==> src/sfc_pkg.sv <==
package sfc_pkg;

    // ------------------------------------------------------------------
    // frame geometry
    // ------------------------------------------------------------------
    localparam logic [8:0] SFC_CORE_N = 9'h120;
    localparam logic [8:0] SFC_SHB_N = 9'h140;
    localparam logic [5:0] SFC_BAND_N = 6'h20;
    localparam logic [3:0] SFC_NBANDS = 4'h9;
    localparam logic [6:0] SFC_OFS_13K2 = 7'h06;
    localparam logic [6:0] SFC_OFS_32K = 7'h50;

    // ------------------------------------------------------------------
    // sharpness tests, cross-multiplied so no divider is needed
    // ------------------------------------------------------------------
    localparam logic [3:0] SFC_PEAK_MIN = 4'h8;
    localparam logic [6:0] SFC_SHARP_PK = 7'h3E;
    localparam logic [3:0] SFC_SHARP_RS = 4'h9;
    localparam logic [6:0] SFC_NOISE_PK = 7'h1F;
    localparam logic [3:0] SFC_NOISE_RS = 4'h3;

    // ------------------------------------------------------------------
    // decision thresholds
    // ------------------------------------------------------------------
    localparam logic [3:0] SFC_IS_SWB_HM = 4'h4;
    localparam logic [3:0] SFC_IS_SWB_TR = 4'h8;
    localparam logic [3:0] SFC_IS_SWB_OT = 4'h6;
    localparam logic [3:0] SFC_IS_CHG_HM = 4'h2;
    localparam logic [3:0] SFC_IS_CHG_OT = 4'h8;
    localparam logic [4:0] SFC_LS_SWB = 5'h0A;
    localparam logic [4:0] SFC_LS_CHG_HM = 5'h05;
    localparam logic [4:0] SFC_LS_CHG_OT = 5'h14;
    localparam logic [3:0] SFC_GR_LO_G = 4'h2;
    localparam logic [3:0] SFC_GR_HI_G = 4'h5;
    localparam logic [3:0] SFC_GR_HI_P = 4'h9;
    localparam logic [3:0] SFC_PERS_MAX = 4'hC;
    localparam logic [3:0] SFC_PERS_HM = 4'h2;
    localparam logic [3:0] SFC_NOISE_CNT_MIN = 4'h4;
    localparam logic [4:0] SFC_VAR_K = 5'h05;
    localparam logic [4:0] SFC_VAR_MEAN_K = 5'h18;

    // tilt is signed with SFC_TILT_FRAC fraction bits; 5.0 in that format
    localparam int SFC_TILT_W = 8;
    localparam int SFC_TILT_FRAC = 4;
    localparam logic signed [SFC_TILT_W-1:0] SFC_TILT_NOISE_MAX = 8'sh50;

    // ------------------------------------------------------------------
    // sub-band tables
    // ------------------------------------------------------------------
    localparam logic [3:0] SFC_NB_TR = 4'h4;
    localparam logic [3:0] SFC_NB_NT = 4'hE;
    localparam logic [8:0] SFC_TR_BND [0:4] = '{9'h000, 9'h04C, 9'h098, 9'h0EC, 9'h140};
    localparam logic [8:0] SFC_NT_BND [0:14] = '{9'h000, 9'h010, 9'h028, 9'h038, 9'h050,
        9'h060, 9'h078, 9'h088, 9'h0A0, 9'h0B8, 9'h0D0, 9'h0E8, 9'h100, 9'h120, 9'h140};

    // ------------------------------------------------------------------
    // types
    // ------------------------------------------------------------------
    typedef enum logic [1:0] {
        SFC_CLS_NOISE = 2'h0,
        SFC_CLS_TRANSIENT = 2'h1,
        SFC_CLS_NORMAL = 2'h2,
        SFC_CLS_HARMONIC = 2'h3
    } sfc_class_t;

    typedef struct packed {
        logic transient;
        logic prev_ext_swb;
        logic rate_32k;
        logic signed [SFC_TILT_W-1:0] tilt;
    } sfc_frame_cfg_t;

endpackage

==> src/sfc_band_stats.sv <==
`timescale 1ns/1ps
module sfc_band_stats
    import sfc_pkg::*;
#(
    parameter int CW = 16,
    parameter int SW = CW + 5
) (
    input wire logic clk_sys_i,
    input wire logic resetn_i,
    input wire logic clear_i,
    input wire logic valid_i,
    input wire logic [CW-1:0] mag_i,
    output logic [SW-1:0] sum_o,
    output logic [CW-1:0] peak_o,
    output logic done_o
);

    if (SW < CW + 5) begin : g_bad_width
        $error("sfc_band_stats: sum width too narrow for one band");
    end

    logic [5:0] cnt_ff;
    logic [SW-1:0] sum_ff;
    logic [CW-1:0] peak_ff;
    logic done_ff;
    wire first = (cnt_ff == 6'h00);
    wire last = (cnt_ff == SFC_BAND_N - 6'h01);
    wire [SW-1:0] nxt_sum = (first ? '0 : sum_ff) + SW'(mag_i);
    wire [CW-1:0] nxt_peak = (first || mag_i > peak_ff) ? mag_i : peak_ff;

    always_ff @(posedge clk_sys_i) begin
        if (!resetn_i || clear_i) begin
            cnt_ff <= 6'h00;
            sum_ff <= '0;
            peak_ff <= '0;
            done_ff <= 1'b0;
        end else begin
            done_ff <= valid_i && last;
            if (valid_i) begin
                cnt_ff <= last ? 6'h00 : cnt_ff + 6'h01;
                sum_ff <= nxt_sum;
                peak_ff <= nxt_peak;
            end
        end
    end

    assign sum_o = sum_ff;
    assign peak_o = peak_ff;
    assign done_o = done_ff;

endmodule

==> src/sfc_classifier.sv <==
// What this block does
// - nine 32-coefficient sharpness bands over indices 0..287
// - sharpness is 31*peak/(sum-peak), zero sum gives zero
// - band peak is largest absolute coefficient
// - gain, mean core magnitude, band variation per frame
// - maximum sharpness is largest band peak
// - count bands with sharpness>4.5 and peak>8
// - count bands with sharpness below three
// - harmonic-count threshold from previous class and layer
// - maximum-sharpness threshold from layer and previous class
// - direct harmonic test; persistence counter up/down, max 12
// - persistence counter of two forces harmonic
// - otherwise noise or normal from counts, variation, tilt
// - class codes noise 00 transient 01 normal 10 harmonic 11
// - decided class kept as previous class
// - extension index offset 6 or 80 by rate
// - transient frames use four sub-bands to 320
// - other frames use fourteen sub-bands to 320
// - flagged transient frames skip sharpness classification
`timescale 1ns/1ps
module sfc_classifier
    import sfc_pkg::*;
#(
    parameter int CW = 16,
    parameter int GW = 2 * CW + 9
) (
    input wire logic clk_sys_i,
    input wire logic resetn_i,
    input wire logic start_i,
    input wire sfc_frame_cfg_t frame_cfg_i,
    input wire logic coef_valid_i,
    input wire logic signed [CW-1:0] coef_i,
    input wire logic [3:0] band_sel_i,
    output logic coef_ready_o,
    output logic done_o,
    output logic [1:0] class_o,
    output logic [6:0] shb_offset_o,
    output logic [GW-1:0] global_gain_o,
    output logic [3:0] sharp_cnt_o,
    output logic [3:0] noise_cnt_o,
    output logic [3:0] band_count_o,
    output logic [8:0] band_lo_o,
    output logic [8:0] band_hi_o
);

    localparam int SW = CW + 5;
    localparam int TW = CW + 9;
    localparam int VW = TW + 4;
    localparam int PW = SW + 7;

    if (CW < 5 || CW > 24 || GW < 2 * CW + 9) begin : g_bad_width
        $error("sfc_classifier: coefficient or gain width not supported");
    end

    // ------------------------------------------------------------------
    // frame sequencing
    // ------------------------------------------------------------------
    typedef enum logic [2:0] {ST_IDLE, ST_CORE, ST_SHB, ST_VAR, ST_DECIDE} sfc_state_t;

    sfc_state_t state_ff;
    sfc_frame_cfg_t cfg_ff;
    logic [8:0] idx_ff;
    logic [3:0] band_ff;
    logic [3:0] vj_ff;
    logic ready_ff;
    logic done_ff;
    logic [6:0] offset_ff;
    logic [SW-1:0] sum_mem [0:8];
    logic [TW-1:0] tot_ff;
    logic [CW-1:0] kmax_ff;
    logic [3:0] sharp_ff;
    logic [3:0] noise_ff;
    logic [GW-1:0] gain_ff;
    logic [GW-1:0] gain_prev_ff;
    logic [VW-1:0] var_ff;
    logic [3:0] pers_ff;
    sfc_class_t class_ff;
    sfc_class_t prev_class_ff;
    logic [3:0] nb_ff;
    logic [8:0] lo_ff;
    logic [8:0] hi_ff;

    wire start_ok = start_i && (state_ff == ST_IDLE);
    wire take = coef_valid_i && ready_ff;
    wire take_core = take && (state_ff == ST_CORE);
    wire take_shb = take && (state_ff == ST_SHB);
    wire core_last = (idx_ff == SFC_CORE_N - 9'h001);
    wire shb_last = (idx_ff == SFC_SHB_N - 9'h001);
    wire var_last = (vj_ff == SFC_NBANDS - 4'h1);

    // ------------------------------------------------------------------
    // per-band magnitude statistics
    // ------------------------------------------------------------------
    // two's complement of the most negative code still fits unsigned CW bits
    wire [CW-1:0] mag = coef_i[CW-1] ? CW'(~coef_i + 1'b1) : CW'(coef_i);
    wire [SW-1:0] bs_sum;
    wire [CW-1:0] bs_peak;
    wire bs_done;

    sfc_band_stats #(.CW(CW), .SW(SW)) i_sfc_band_stats (
        .clk_sys_i(clk_sys_i),
        .resetn_i(resetn_i),
        .clear_i(start_ok),
        .valid_i(take_core),
        .mag_i(mag),
        .sum_o(bs_sum),
        .peak_o(bs_peak),
        .done_o(bs_done)
    );

    // kappa > 4.5 <=> 62*peak > 9*(sum-peak); kappa < 3 <=> 31*peak < 3*(sum-peak)
    wire [SW-1:0] rest = bs_sum - SW'(bs_peak);
    wire sum_zero = (bs_sum == '0);
    wire [PW-1:0] sh_lhs = PW'(bs_peak) * PW'(SFC_SHARP_PK);
    wire [PW-1:0] sh_rhs = PW'(rest) * PW'(SFC_SHARP_RS);
    wire [PW-1:0] no_lhs = PW'(bs_peak) * PW'(SFC_NOISE_PK);
    wire [PW-1:0] no_rhs = PW'(rest) * PW'(SFC_NOISE_RS);
    wire band_sharp = !sum_zero && (sh_lhs > sh_rhs) && (bs_peak > CW'(SFC_PEAK_MIN));
    wire band_noise = sum_zero || (no_lhs < no_rhs);

    // ------------------------------------------------------------------
    // frame-wide figures
    // ------------------------------------------------------------------
    wire signed [2*CW-1:0] sq = coef_i * coef_i;
    wire [GW-1:0] nxt_gain = gain_ff + GW'($unsigned(sq));
    // deviation of band j from mean, both scaled by 288 to stay integer
    wire [TW-1:0] nine_s = TW'(sum_mem[vj_ff]) * TW'(SFC_NBANDS);
    wire [TW-1:0] dev = (nine_s >= tot_ff) ? nine_s - tot_ff : tot_ff - nine_s;
    wire [VW-1:0] nxt_var = var_ff + VW'(dev);

    // ------------------------------------------------------------------
    // decision
    // ------------------------------------------------------------------
    wire prev_hm = (prev_class_ff == SFC_CLS_HARMONIC);
    wire prev_tr = (prev_class_ff == SFC_CLS_TRANSIENT);
    wire [3:0] isharp = cfg_ff.prev_ext_swb ?
        (prev_hm ? SFC_IS_SWB_HM : (prev_tr ? SFC_IS_SWB_TR : SFC_IS_SWB_OT)) :
        (prev_hm ? SFC_IS_CHG_HM : SFC_IS_CHG_OT);
    wire [4:0] lsharp = cfg_ff.prev_ext_swb ? SFC_LS_SWB :
        (prev_hm ? SFC_LS_CHG_HM : SFC_LS_CHG_OT);
    // 0.5 < g/gp < 1.8 as 2g > gp and 5g < 9gp; a zero history never passes
    wire [GW+3:0] g_lo = (GW + 4)'(gain_ff) * (GW + 4)'(SFC_GR_LO_G);
    wire [GW+3:0] g_hi = (GW + 4)'(gain_ff) * (GW + 4)'(SFC_GR_HI_G);
    wire [GW+3:0] gp_hi = (GW + 4)'(gain_prev_ff) * (GW + 4)'(SFC_GR_HI_P);
    wire ratio_ok = (g_lo > (GW + 4)'(gain_prev_ff)) && (g_hi < gp_hi);
    wire direct_hm = (sharp_ff > isharp) && ratio_ok && (kmax_ff > CW'(lsharp));
    wire [3:0] nxt_pers = direct_hm ?
        ((pers_ff < SFC_PERS_MAX) ? pers_ff + 4'h1 : pers_ff) :
        ((pers_ff != 4'h0) ? pers_ff - 4'h1 : pers_ff);
    // S_var < 4.8*A_av scaled by 288*5 on both sides
    wire [VW+4:0] var_l = (VW + 5)'(var_ff) * (VW + 5)'(SFC_VAR_K);
    wire [VW+4:0] var_r = (VW + 5)'(tot_ff) * (VW + 5)'(SFC_VAR_MEAN_K);
    wire noise_ok = (noise_ff > SFC_NOISE_CNT_MIN) && (var_l < var_r) &&
        (cfg_ff.tilt < SFC_TILT_NOISE_MAX);
    wire sfc_class_t nxt_class = cfg_ff.transient ? SFC_CLS_TRANSIENT :
        (direct_hm || nxt_pers >= SFC_PERS_HM) ? SFC_CLS_HARMONIC :
        noise_ok ? SFC_CLS_NOISE : SFC_CLS_NORMAL;

    // ------------------------------------------------------------------
    // sequencer
    // ------------------------------------------------------------------
    always_ff @(posedge clk_sys_i) begin
        if (!resetn_i) begin
            state_ff <= ST_IDLE;
            cfg_ff <= '0;
            idx_ff <= 9'h000;
            vj_ff <= 4'h0;
            ready_ff <= 1'b0;
            done_ff <= 1'b0;
            offset_ff <= SFC_OFS_13K2;
            gain_ff <= '0;
            var_ff <= '0;
        end else begin
            done_ff <= 1'b0;
            unique case (state_ff)
                ST_IDLE: begin
                    if (start_ok) begin
                        cfg_ff <= frame_cfg_i;
                        offset_ff <= frame_cfg_i.rate_32k ? SFC_OFS_32K : SFC_OFS_13K2;
                        idx_ff <= 9'h000;
                        gain_ff <= '0;
                        var_ff <= '0;
                        ready_ff <= 1'b1;
                        state_ff <= ST_CORE;
                    end
                end
                ST_CORE: begin
                    if (take_core) begin
                        idx_ff <= core_last ? 9'h000 : idx_ff + 9'h001;
                        if (core_last) begin
                            state_ff <= ST_SHB;
                        end
                    end
                end
                ST_SHB: begin
                    if (take_shb) begin
                        gain_ff <= nxt_gain;
                        idx_ff <= idx_ff + 9'h001;
                        if (shb_last) begin
                            ready_ff <= 1'b0;
                            vj_ff <= 4'h0;
                            state_ff <= ST_VAR;
                        end
                    end
                end
                ST_VAR: begin
                    var_ff <= nxt_var;
                    vj_ff <= vj_ff + 4'h1;
                    if (var_last) begin
                        state_ff <= ST_DECIDE;
                    end
                end
                ST_DECIDE: begin
                    done_ff <= 1'b1;
                    state_ff <= ST_IDLE;
                end
            endcase
        end
    end

    // ------------------------------------------------------------------
    // band accumulation into frame figures
    // ------------------------------------------------------------------
    always_ff @(posedge clk_sys_i) begin
        if (!resetn_i || start_ok) begin
            band_ff <= 4'h0;
            tot_ff <= '0;
            kmax_ff <= '0;
            sharp_ff <= 4'h0;
            noise_ff <= 4'h0;
        end else if (bs_done) begin
            band_ff <= band_ff + 4'h1;
            tot_ff <= tot_ff + TW'(bs_sum);
            kmax_ff <= (bs_peak > kmax_ff) ? bs_peak : kmax_ff;
            sharp_ff <= sharp_ff + {3'h0, band_sharp};
            noise_ff <= noise_ff + {3'h0, band_noise};
        end
    end

    // band sums are data only, so they carry no reset
    always_ff @(posedge clk_sys_i) begin
        if (bs_done) begin
            sum_mem[band_ff] <= bs_sum;
        end
    end

    // ------------------------------------------------------------------
    // history kept across frames
    // ------------------------------------------------------------------
    always_ff @(posedge clk_sys_i) begin
        if (!resetn_i) begin
            prev_class_ff <= SFC_CLS_NORMAL;
            class_ff <= SFC_CLS_NORMAL;
            gain_prev_ff <= '0;
            pers_ff <= 4'h0;
        end else if (state_ff == ST_DECIDE) begin
            class_ff <= nxt_class;
            prev_class_ff <= nxt_class;
            gain_prev_ff <= gain_ff;
            // a flagged transient frame leaves persistence untouched
            if (!cfg_ff.transient) begin
                pers_ff <= nxt_pers;
            end
        end
    end

    // ------------------------------------------------------------------
    // sub-band table lookup for the last decided frame
    // ------------------------------------------------------------------
    wire use_tr = (class_ff == SFC_CLS_TRANSIENT);
    wire sel_ok = use_tr ? (band_sel_i < SFC_NB_TR) : (band_sel_i < SFC_NB_NT);
    wire [3:0] sel_hi = band_sel_i + 4'h1;
    wire [8:0] nxt_lo = !sel_ok ? 9'h000 :
        (use_tr ? SFC_TR_BND[band_sel_i[2:0]] : SFC_NT_BND[band_sel_i]);
    wire [8:0] nxt_hi = !sel_ok ? 9'h000 :
        (use_tr ? SFC_TR_BND[sel_hi[2:0]] : SFC_NT_BND[sel_hi]);

    always_ff @(posedge clk_sys_i) begin
        if (!resetn_i) begin
            nb_ff <= SFC_NB_NT;
            lo_ff <= 9'h000;
            hi_ff <= 9'h000;
        end else begin
            nb_ff <= use_tr ? SFC_NB_TR : SFC_NB_NT;
            lo_ff <= nxt_lo;
            hi_ff <= nxt_hi;
        end
    end
    assign coef_ready_o = ready_ff;
    assign done_o = done_ff;
    assign class_o = class_ff;
    assign shb_offset_o = offset_ff;
    assign global_gain_o = gain_ff;
    assign sharp_cnt_o = sharp_ff;
    assign noise_cnt_o = noise_ff;
    assign band_count_o = nb_ff;
    assign band_lo_o = lo_ff;
    assign band_hi_o = hi_ff;

    // ------------------------------------------------------------------
    // assertions
    // ------------------------------------------------------------------
    property p_transient_code;
        @(posedge clk_sys_i) disable iff (!resetn_i)
        done_o && cfg_ff.transient |-> class_o == SFC_CLS_TRANSIENT;
    endproperty
    a_transient_code: assert property (p_transient_code)
        else $error("transient frame not coded as transient");
    property p_pers_hm;
        @(posedge clk_sys_i) disable iff (!resetn_i)
        done_o && !cfg_ff.transient && pers_ff >= 4'h2 |-> class_o == SFC_CLS_HARMONIC;
    endproperty
    a_pers_hm: assert property (p_pers_hm)
        else $error("persistence two or more but frame not harmonic");
    property p_pers_max;
        @(posedge clk_sys_i) disable iff (!resetn_i)
        pers_ff <= 4'hC;
    endproperty
    a_pers_max: assert property (p_pers_max)
        else $error("persistence counter above twelve");
    property p_pers_step;
        @(posedge clk_sys_i) disable iff (!resetn_i)
        done_o && !cfg_ff.transient && $past(direct_hm) && $past(pers_ff) < 4'hC
            |-> pers_ff == $past(pers_ff) + 4'h1;
    endproperty
    a_pers_step: assert property (p_pers_step)
        else $error("persistence counter did not increment on harmonic frame");
    property p_done_pulse;
        @(posedge clk_sys_i) disable iff (!resetn_i)
        done_o |=> !done_o [*2];
    endproperty
    a_done_pulse: assert property (p_done_pulse)
        else $error("done longer than one cycle");
    property p_prev_class;
        @(posedge clk_sys_i) disable iff (!resetn_i)
        prev_class_ff == class_o && (done_o || $stable(prev_class_ff));
    endproperty
    a_prev_class: assert property (p_prev_class)
        else $error("previous class not the decided class or changed between frames");
    property p_noise_needs_count;
        @(posedge clk_sys_i) disable iff (!resetn_i)
        done_o && class_o == SFC_CLS_NOISE |->
            noise_cnt_o > 4'h4 && cfg_ff.tilt < SFC_TILT_NOISE_MAX;
    endproperty
    a_noise_needs_count: assert property (p_noise_needs_count)
        else $error("noise class with too few noise bands or high tilt");
    property p_offset;
        @(posedge clk_sys_i) disable iff (!resetn_i)
        done_o |-> shb_offset_o == (cfg_ff.rate_32k ? 7'h50 : 7'h06);
    endproperty
    a_offset: assert property (p_offset)
        else $error("extension offset does not match rate");
    property p_reset_state;
        @(posedge clk_sys_i) disable iff (!resetn_i)
        $rose(resetn_i) |-> pers_ff == 4'h0 && prev_class_ff == SFC_CLS_NORMAL &&
            gain_prev_ff == '0;
    endproperty
    a_reset_state: assert property (p_reset_state)
        else $error("history not cleared by reset");
    property p_tr_table;
        @(posedge clk_sys_i) disable iff (!resetn_i)
        class_o == SFC_CLS_TRANSIENT && band_sel_i == 4'h3 |=> band_hi_o == 9'h140;
    endproperty
    a_tr_table: assert property (p_tr_table)
        else $error("transient last band does not end at 320");

endmodule

==> config.mk <==
export PLATFORM = sky130hd
export DESIGN_NAME = sfc_classifier
export DESIGN_NICKNAME = d
export VERILOG_FILES = /design/src/sfc_pkg.sv /design/src/sfc_band_stats.sv /design/src/sfc_classifier.sv
export SDC_FILE = /design/constraint.sdc
export NUM_CORES = 2
export LEC_CHECK = 0
export BUFFER_PORTS_ARGS = -buffer_cell sky130_fd_sc_hd__clkbuf_2
export CAP_MARGIN = 20
export CORE_ASPECT_RATIO = 1.75
export CORE_MARGIN = 2
export CORE_UTILIZATION = 60
export DETAILED_ROUTE_END_ITERATION = 10
export HOLD_SLACK_MARGIN = 0.12
export PLACE_DENSITY = 0.82
export SLEW_MARGIN = 15
export SYNTH_ARGS = -nofsm -noshare
export SYNTH_HDL_FRONTEND = slang
export SYNTH_SLANG_ARGS = --single-unit
==> constraint.sdc <==
create_clock -name clk_sys_i -period 28.4 [get_ports clk_sys_i]
set_clock_uncertainty 0.1 [all_clocks]
set_input_delay 0 -clock clk_sys_i [delete_from_list [all_inputs] [get_ports clk_sys_i]]
set_output_delay 0 -clock clk_sys_i [all_outputs]
set_load 0.01 [all_outputs]
==> flow_metrics.env <==
export IMPL_outcome="finished clean"
export IMPL_cts_buffer_depth=3
export IMPL_avgSynthCellArea_um2=9.03
export IMPL_ys_ff_latch=448
export IMPL_tightestPinTransition_ns=1.18
export IMPL_final_util=0.643
export IMPL_path_max_fanout=42
export IMPL_finalSetupViolCount=0
export IMPL_via_per_inst=6.10
export IMPL_p_total_mw=4.91
export IMPL_numCtsBuffers=45
export IMPL_grt_pass1_wl_um=215000
export IMPL_layout_commonest_cell="ha_1"
export IMPL_portBuffers=103
export IMPL_slowest_stage="buf_4"
export IMPL_fp_coreArea_um2=85300
export IMPL_cts_tree="done"
export IMPL_die_area_um2=88000
export IMPL_wl_um=132000
export IMPL_maxCapViolCount=0
export IMPL_clkSinkCount=448
export IMPL_antenna_found_initial=1
export IMPL_hp_class="input pin to flop"
export IMPL_min_delay_start="coef_i[3]"
export IMPL_synthArstFlopShare=0
export IMPL_synth_main_ff_cell="dfxtp_1"
export IMPL_crit_required_ns=28.81
export IMPL_drive_gt1_frac=0.0608
export IMPL_htreeDepth=2
export IMPL_netlist_instances=5686
export IMPL_max_stage_delay_ns=0.63
export IMPL_dp_slack_ns=17.60
export IMPL_p_leak_nw=25.9
export IMPL_drc_errors=0
export IMPL_overflow=0
export IMPL_synth_cell_area_um2=51300
export IMPL_yosysUniqueCellTypes=101
export IMPL_dp_hpwl_um=104000
export IMPL_start_kind="flop"
export IMPL_routedWlPerCell_um=19.2
export IMPL_layout_nets=6914
export IMPL_slew_viol_final=0
export IMPL_worst_slack_ns=17.50
export IMPL_grt_pass1_vias=43604
export IMPL_worstRegToRegCells=43
export IMPL_grt_max_degree=63
export IMPL_vias=41902
export IMPL_die_width_um=225
export IMPL_syn_to_final_growth_pct=6.76
export IMPL_ant_nets=0
export IMPL_min_period_ns=10.90
export IMPL_hold_viol=0
export IMPL_ir_worst_vdd_mv=0.682
export IMPL_holdPathStages=4
export IMPL_path_clk_slew_ns=0.07
export IMPL_max_freq_mhz=91.7
export IMPL_worst_setup_path_type="flop to flop"
export IMPL_initial_core_util=0.602
export IMPL_ios=117
export IMPL_gp_congestion=0.934
export IMPL_pwr_density_cell_nw_per_um2=89.6
export IMPL_whs_endpoint="i_sfc_band_stats.peak_o[3]"
export IMPL_drtPass1Iterations=8
export IMPL_grtUsageTotal=0.304
export IMPL_final_cell_mix="ha_1, inv_1, nand2_1"
export IMPL_post_cts_setup_buffers=0
export IMPL_rsz0062_at_grt="false"
export IMPL_critical_path_arrival_ns=11.31
export IMPL_row_count=142
export IMPL_dr_first_iter_drc_count=2063
export IMPL_end_kind="flop"
export IMPL_synth_edff_count=189
export IMPL_maxSlewHeadroom=0.203
export IMPL_die_h_um=391
export IMPL_yosysSeqAreaShare=0.212
export IMPL_reg2reg_to="var_ff[27]"
export IMPL_period_share=0.384
export IMPL_setup_tns_ns=0
export IMPL_r2r_setup_slack_ns=17.50
export IMPL_yosys_warnings=0
export IMPL_clock_latency_ns=0.61
export IMPL_cts_root_buf="clkbuf_16"
-- power breakdown --
part	switching [mW]	total, mW	internal (mW)
combinational	2.18	3.59	1.42
sequential	0.00390	0.672	0.668
clock	0.277	0.643	0.366
-- timing repair --
action / in CTS / in global routing
hold endpoints to repair: 103 / 0
resized for setup: 0 / 0
hold buffers: 35 / 0
-- critical path, delay by kind of cell, from the launching register on --
family | cells | cell delay [ns]
simple gates | 5 | 0.61
flops | 1 | 0.32
mux | 4 | 1.31
compound gates | 23 | 5.14
xor+xnor | 2 | 0.52
buf+inv | 4 | 1.21
fa+ha+maj | 5 | 1.57
-- layer usage --
metal,GRT usage,wire [um],vias up
met4,0.233,11600,0
met3,0.0328,5060,534
li1,-,-,20076
met2,0.574,69500,1115
met5,0,0,-
met1,0.301,45900,20177
-- flip-flops by register name, summed over array words and instances (netlist names), 2 cells and up, named ones only --
register	cells
band_ff	4
band_hi_o	7
band_lo_o	7
cfg_ff	6
gain_prev_ff	41
global_gain_o	41
i_sfc_band_stats.cnt_ff	6
i_sfc_band_stats.peak_o	16
i_sfc_band_stats.sum_o	21
idx_ff	9
kmax_ff	16
noise_cnt_o	4
pers_ff	4
prev_class_ff	2
sharp_cnt_o	4
shb_offset_o	2
state_ff	3
sum_mem	189
tot_ff	25
var_ff	29
vj_ff	4
-- cells by family (layout without fill, tap and decap cells) --
logic type	after synthesis	count (layout)	share of synthesized area
AOI/OAI and AO/OA	1298	1298	0.167
xor gates and xnor gates	370	370	0.0631
adders and majority gates	1128	1128	0.317
buffers and inverters	762	854	0.0571
DFF	448	448	0.212
muxes	143	143	0.0386
other	2	11	0.000146
and+or+nand+nor	1535	1535	0.145
-- cells in the mapped netlist, types with 25 or more instances --
master | instances | area share
or3_1 | 39 | 0.0048
nand4_1 | 52 | 0.0063
a21boi_0 | 69 | 0.010
nand2b_1 | 59 | 0.0072
a22oi_1 | 33 | 0.0048
mux2i_1 | 91 | 0.018
o21a_1 | 74 | 0.011
mux4_2 | 43 | 0.019
a31oi_1 | 40 | 0.0049
nand3_1 | 115 | 0.011
nand2_1 | 460 | 0.034
xor2_1 | 126 | 0.021
fa_1 | 291 | 0.11
o31ai_1 | 25 | 0.0037
edfxtp_1 | 189 | 0.11
and2_1 | 81 | 0.0099
nor3_1 | 102 | 0.0099
dfxtp_1 | 259 | 0.10
a21o_1 | 157 | 0.023
inv_1 | 597 | 0.044
ha_1 | 837 | 0.20
xnor2_1 | 244 | 0.042
nor2_1 | 357 | 0.026
o21ai_0 | 243 | 0.024
a211oi_1 | 39 | 0.0057
and3_1 | 41 | 0.0050
o21bai_1 | 57 | 0.0083
a21oi_1 | 370 | 0.036
clkbuf_1 | 131 | 0.0096
nor2b_1 | 124 | 0.015
-- area by class of cell --
class	count	area, um^2
clock buffers	63	1350
well taps	1080	1350
flip-flops and latches	448	10900
fillers	6971	30500
repair buffers	174	1140
multi-input cells	4483	37600
diodes	2	5.00
inverters	599	2250
clock inverters	18	240
-- metrics by stage --
step,hold slack [ns],instance area (um^2),cells
2_1_floorplan,-0.0226,51400,5693
3_3_place_gp,0.149,52900,6749
3_5_place_dp,0.153,52900,6749
4_1_cts,0.121,54800,6865
5_1_grt,0.184,54800,6866
6_report,0.165,54800,6867
-- how the worst max path moves through the flow --
stage	depth (start not counted)	slack (ns)	endpoint	from
2_1_floorplan	45	18.60	var_ff[27]	flop
3_3_place_gp	43	17.80	var_ff[27]	flop
3_5_place_dp	44	17.60	var_ff[27]	flop
4_1_cts	43	17.52	var_ff[27]	flop
5_1_grt	44	16.59	var_ff[27]	flop
6_report	43	17.50	var_ff[27]	flop
Power figures use the tool's default switching activity.
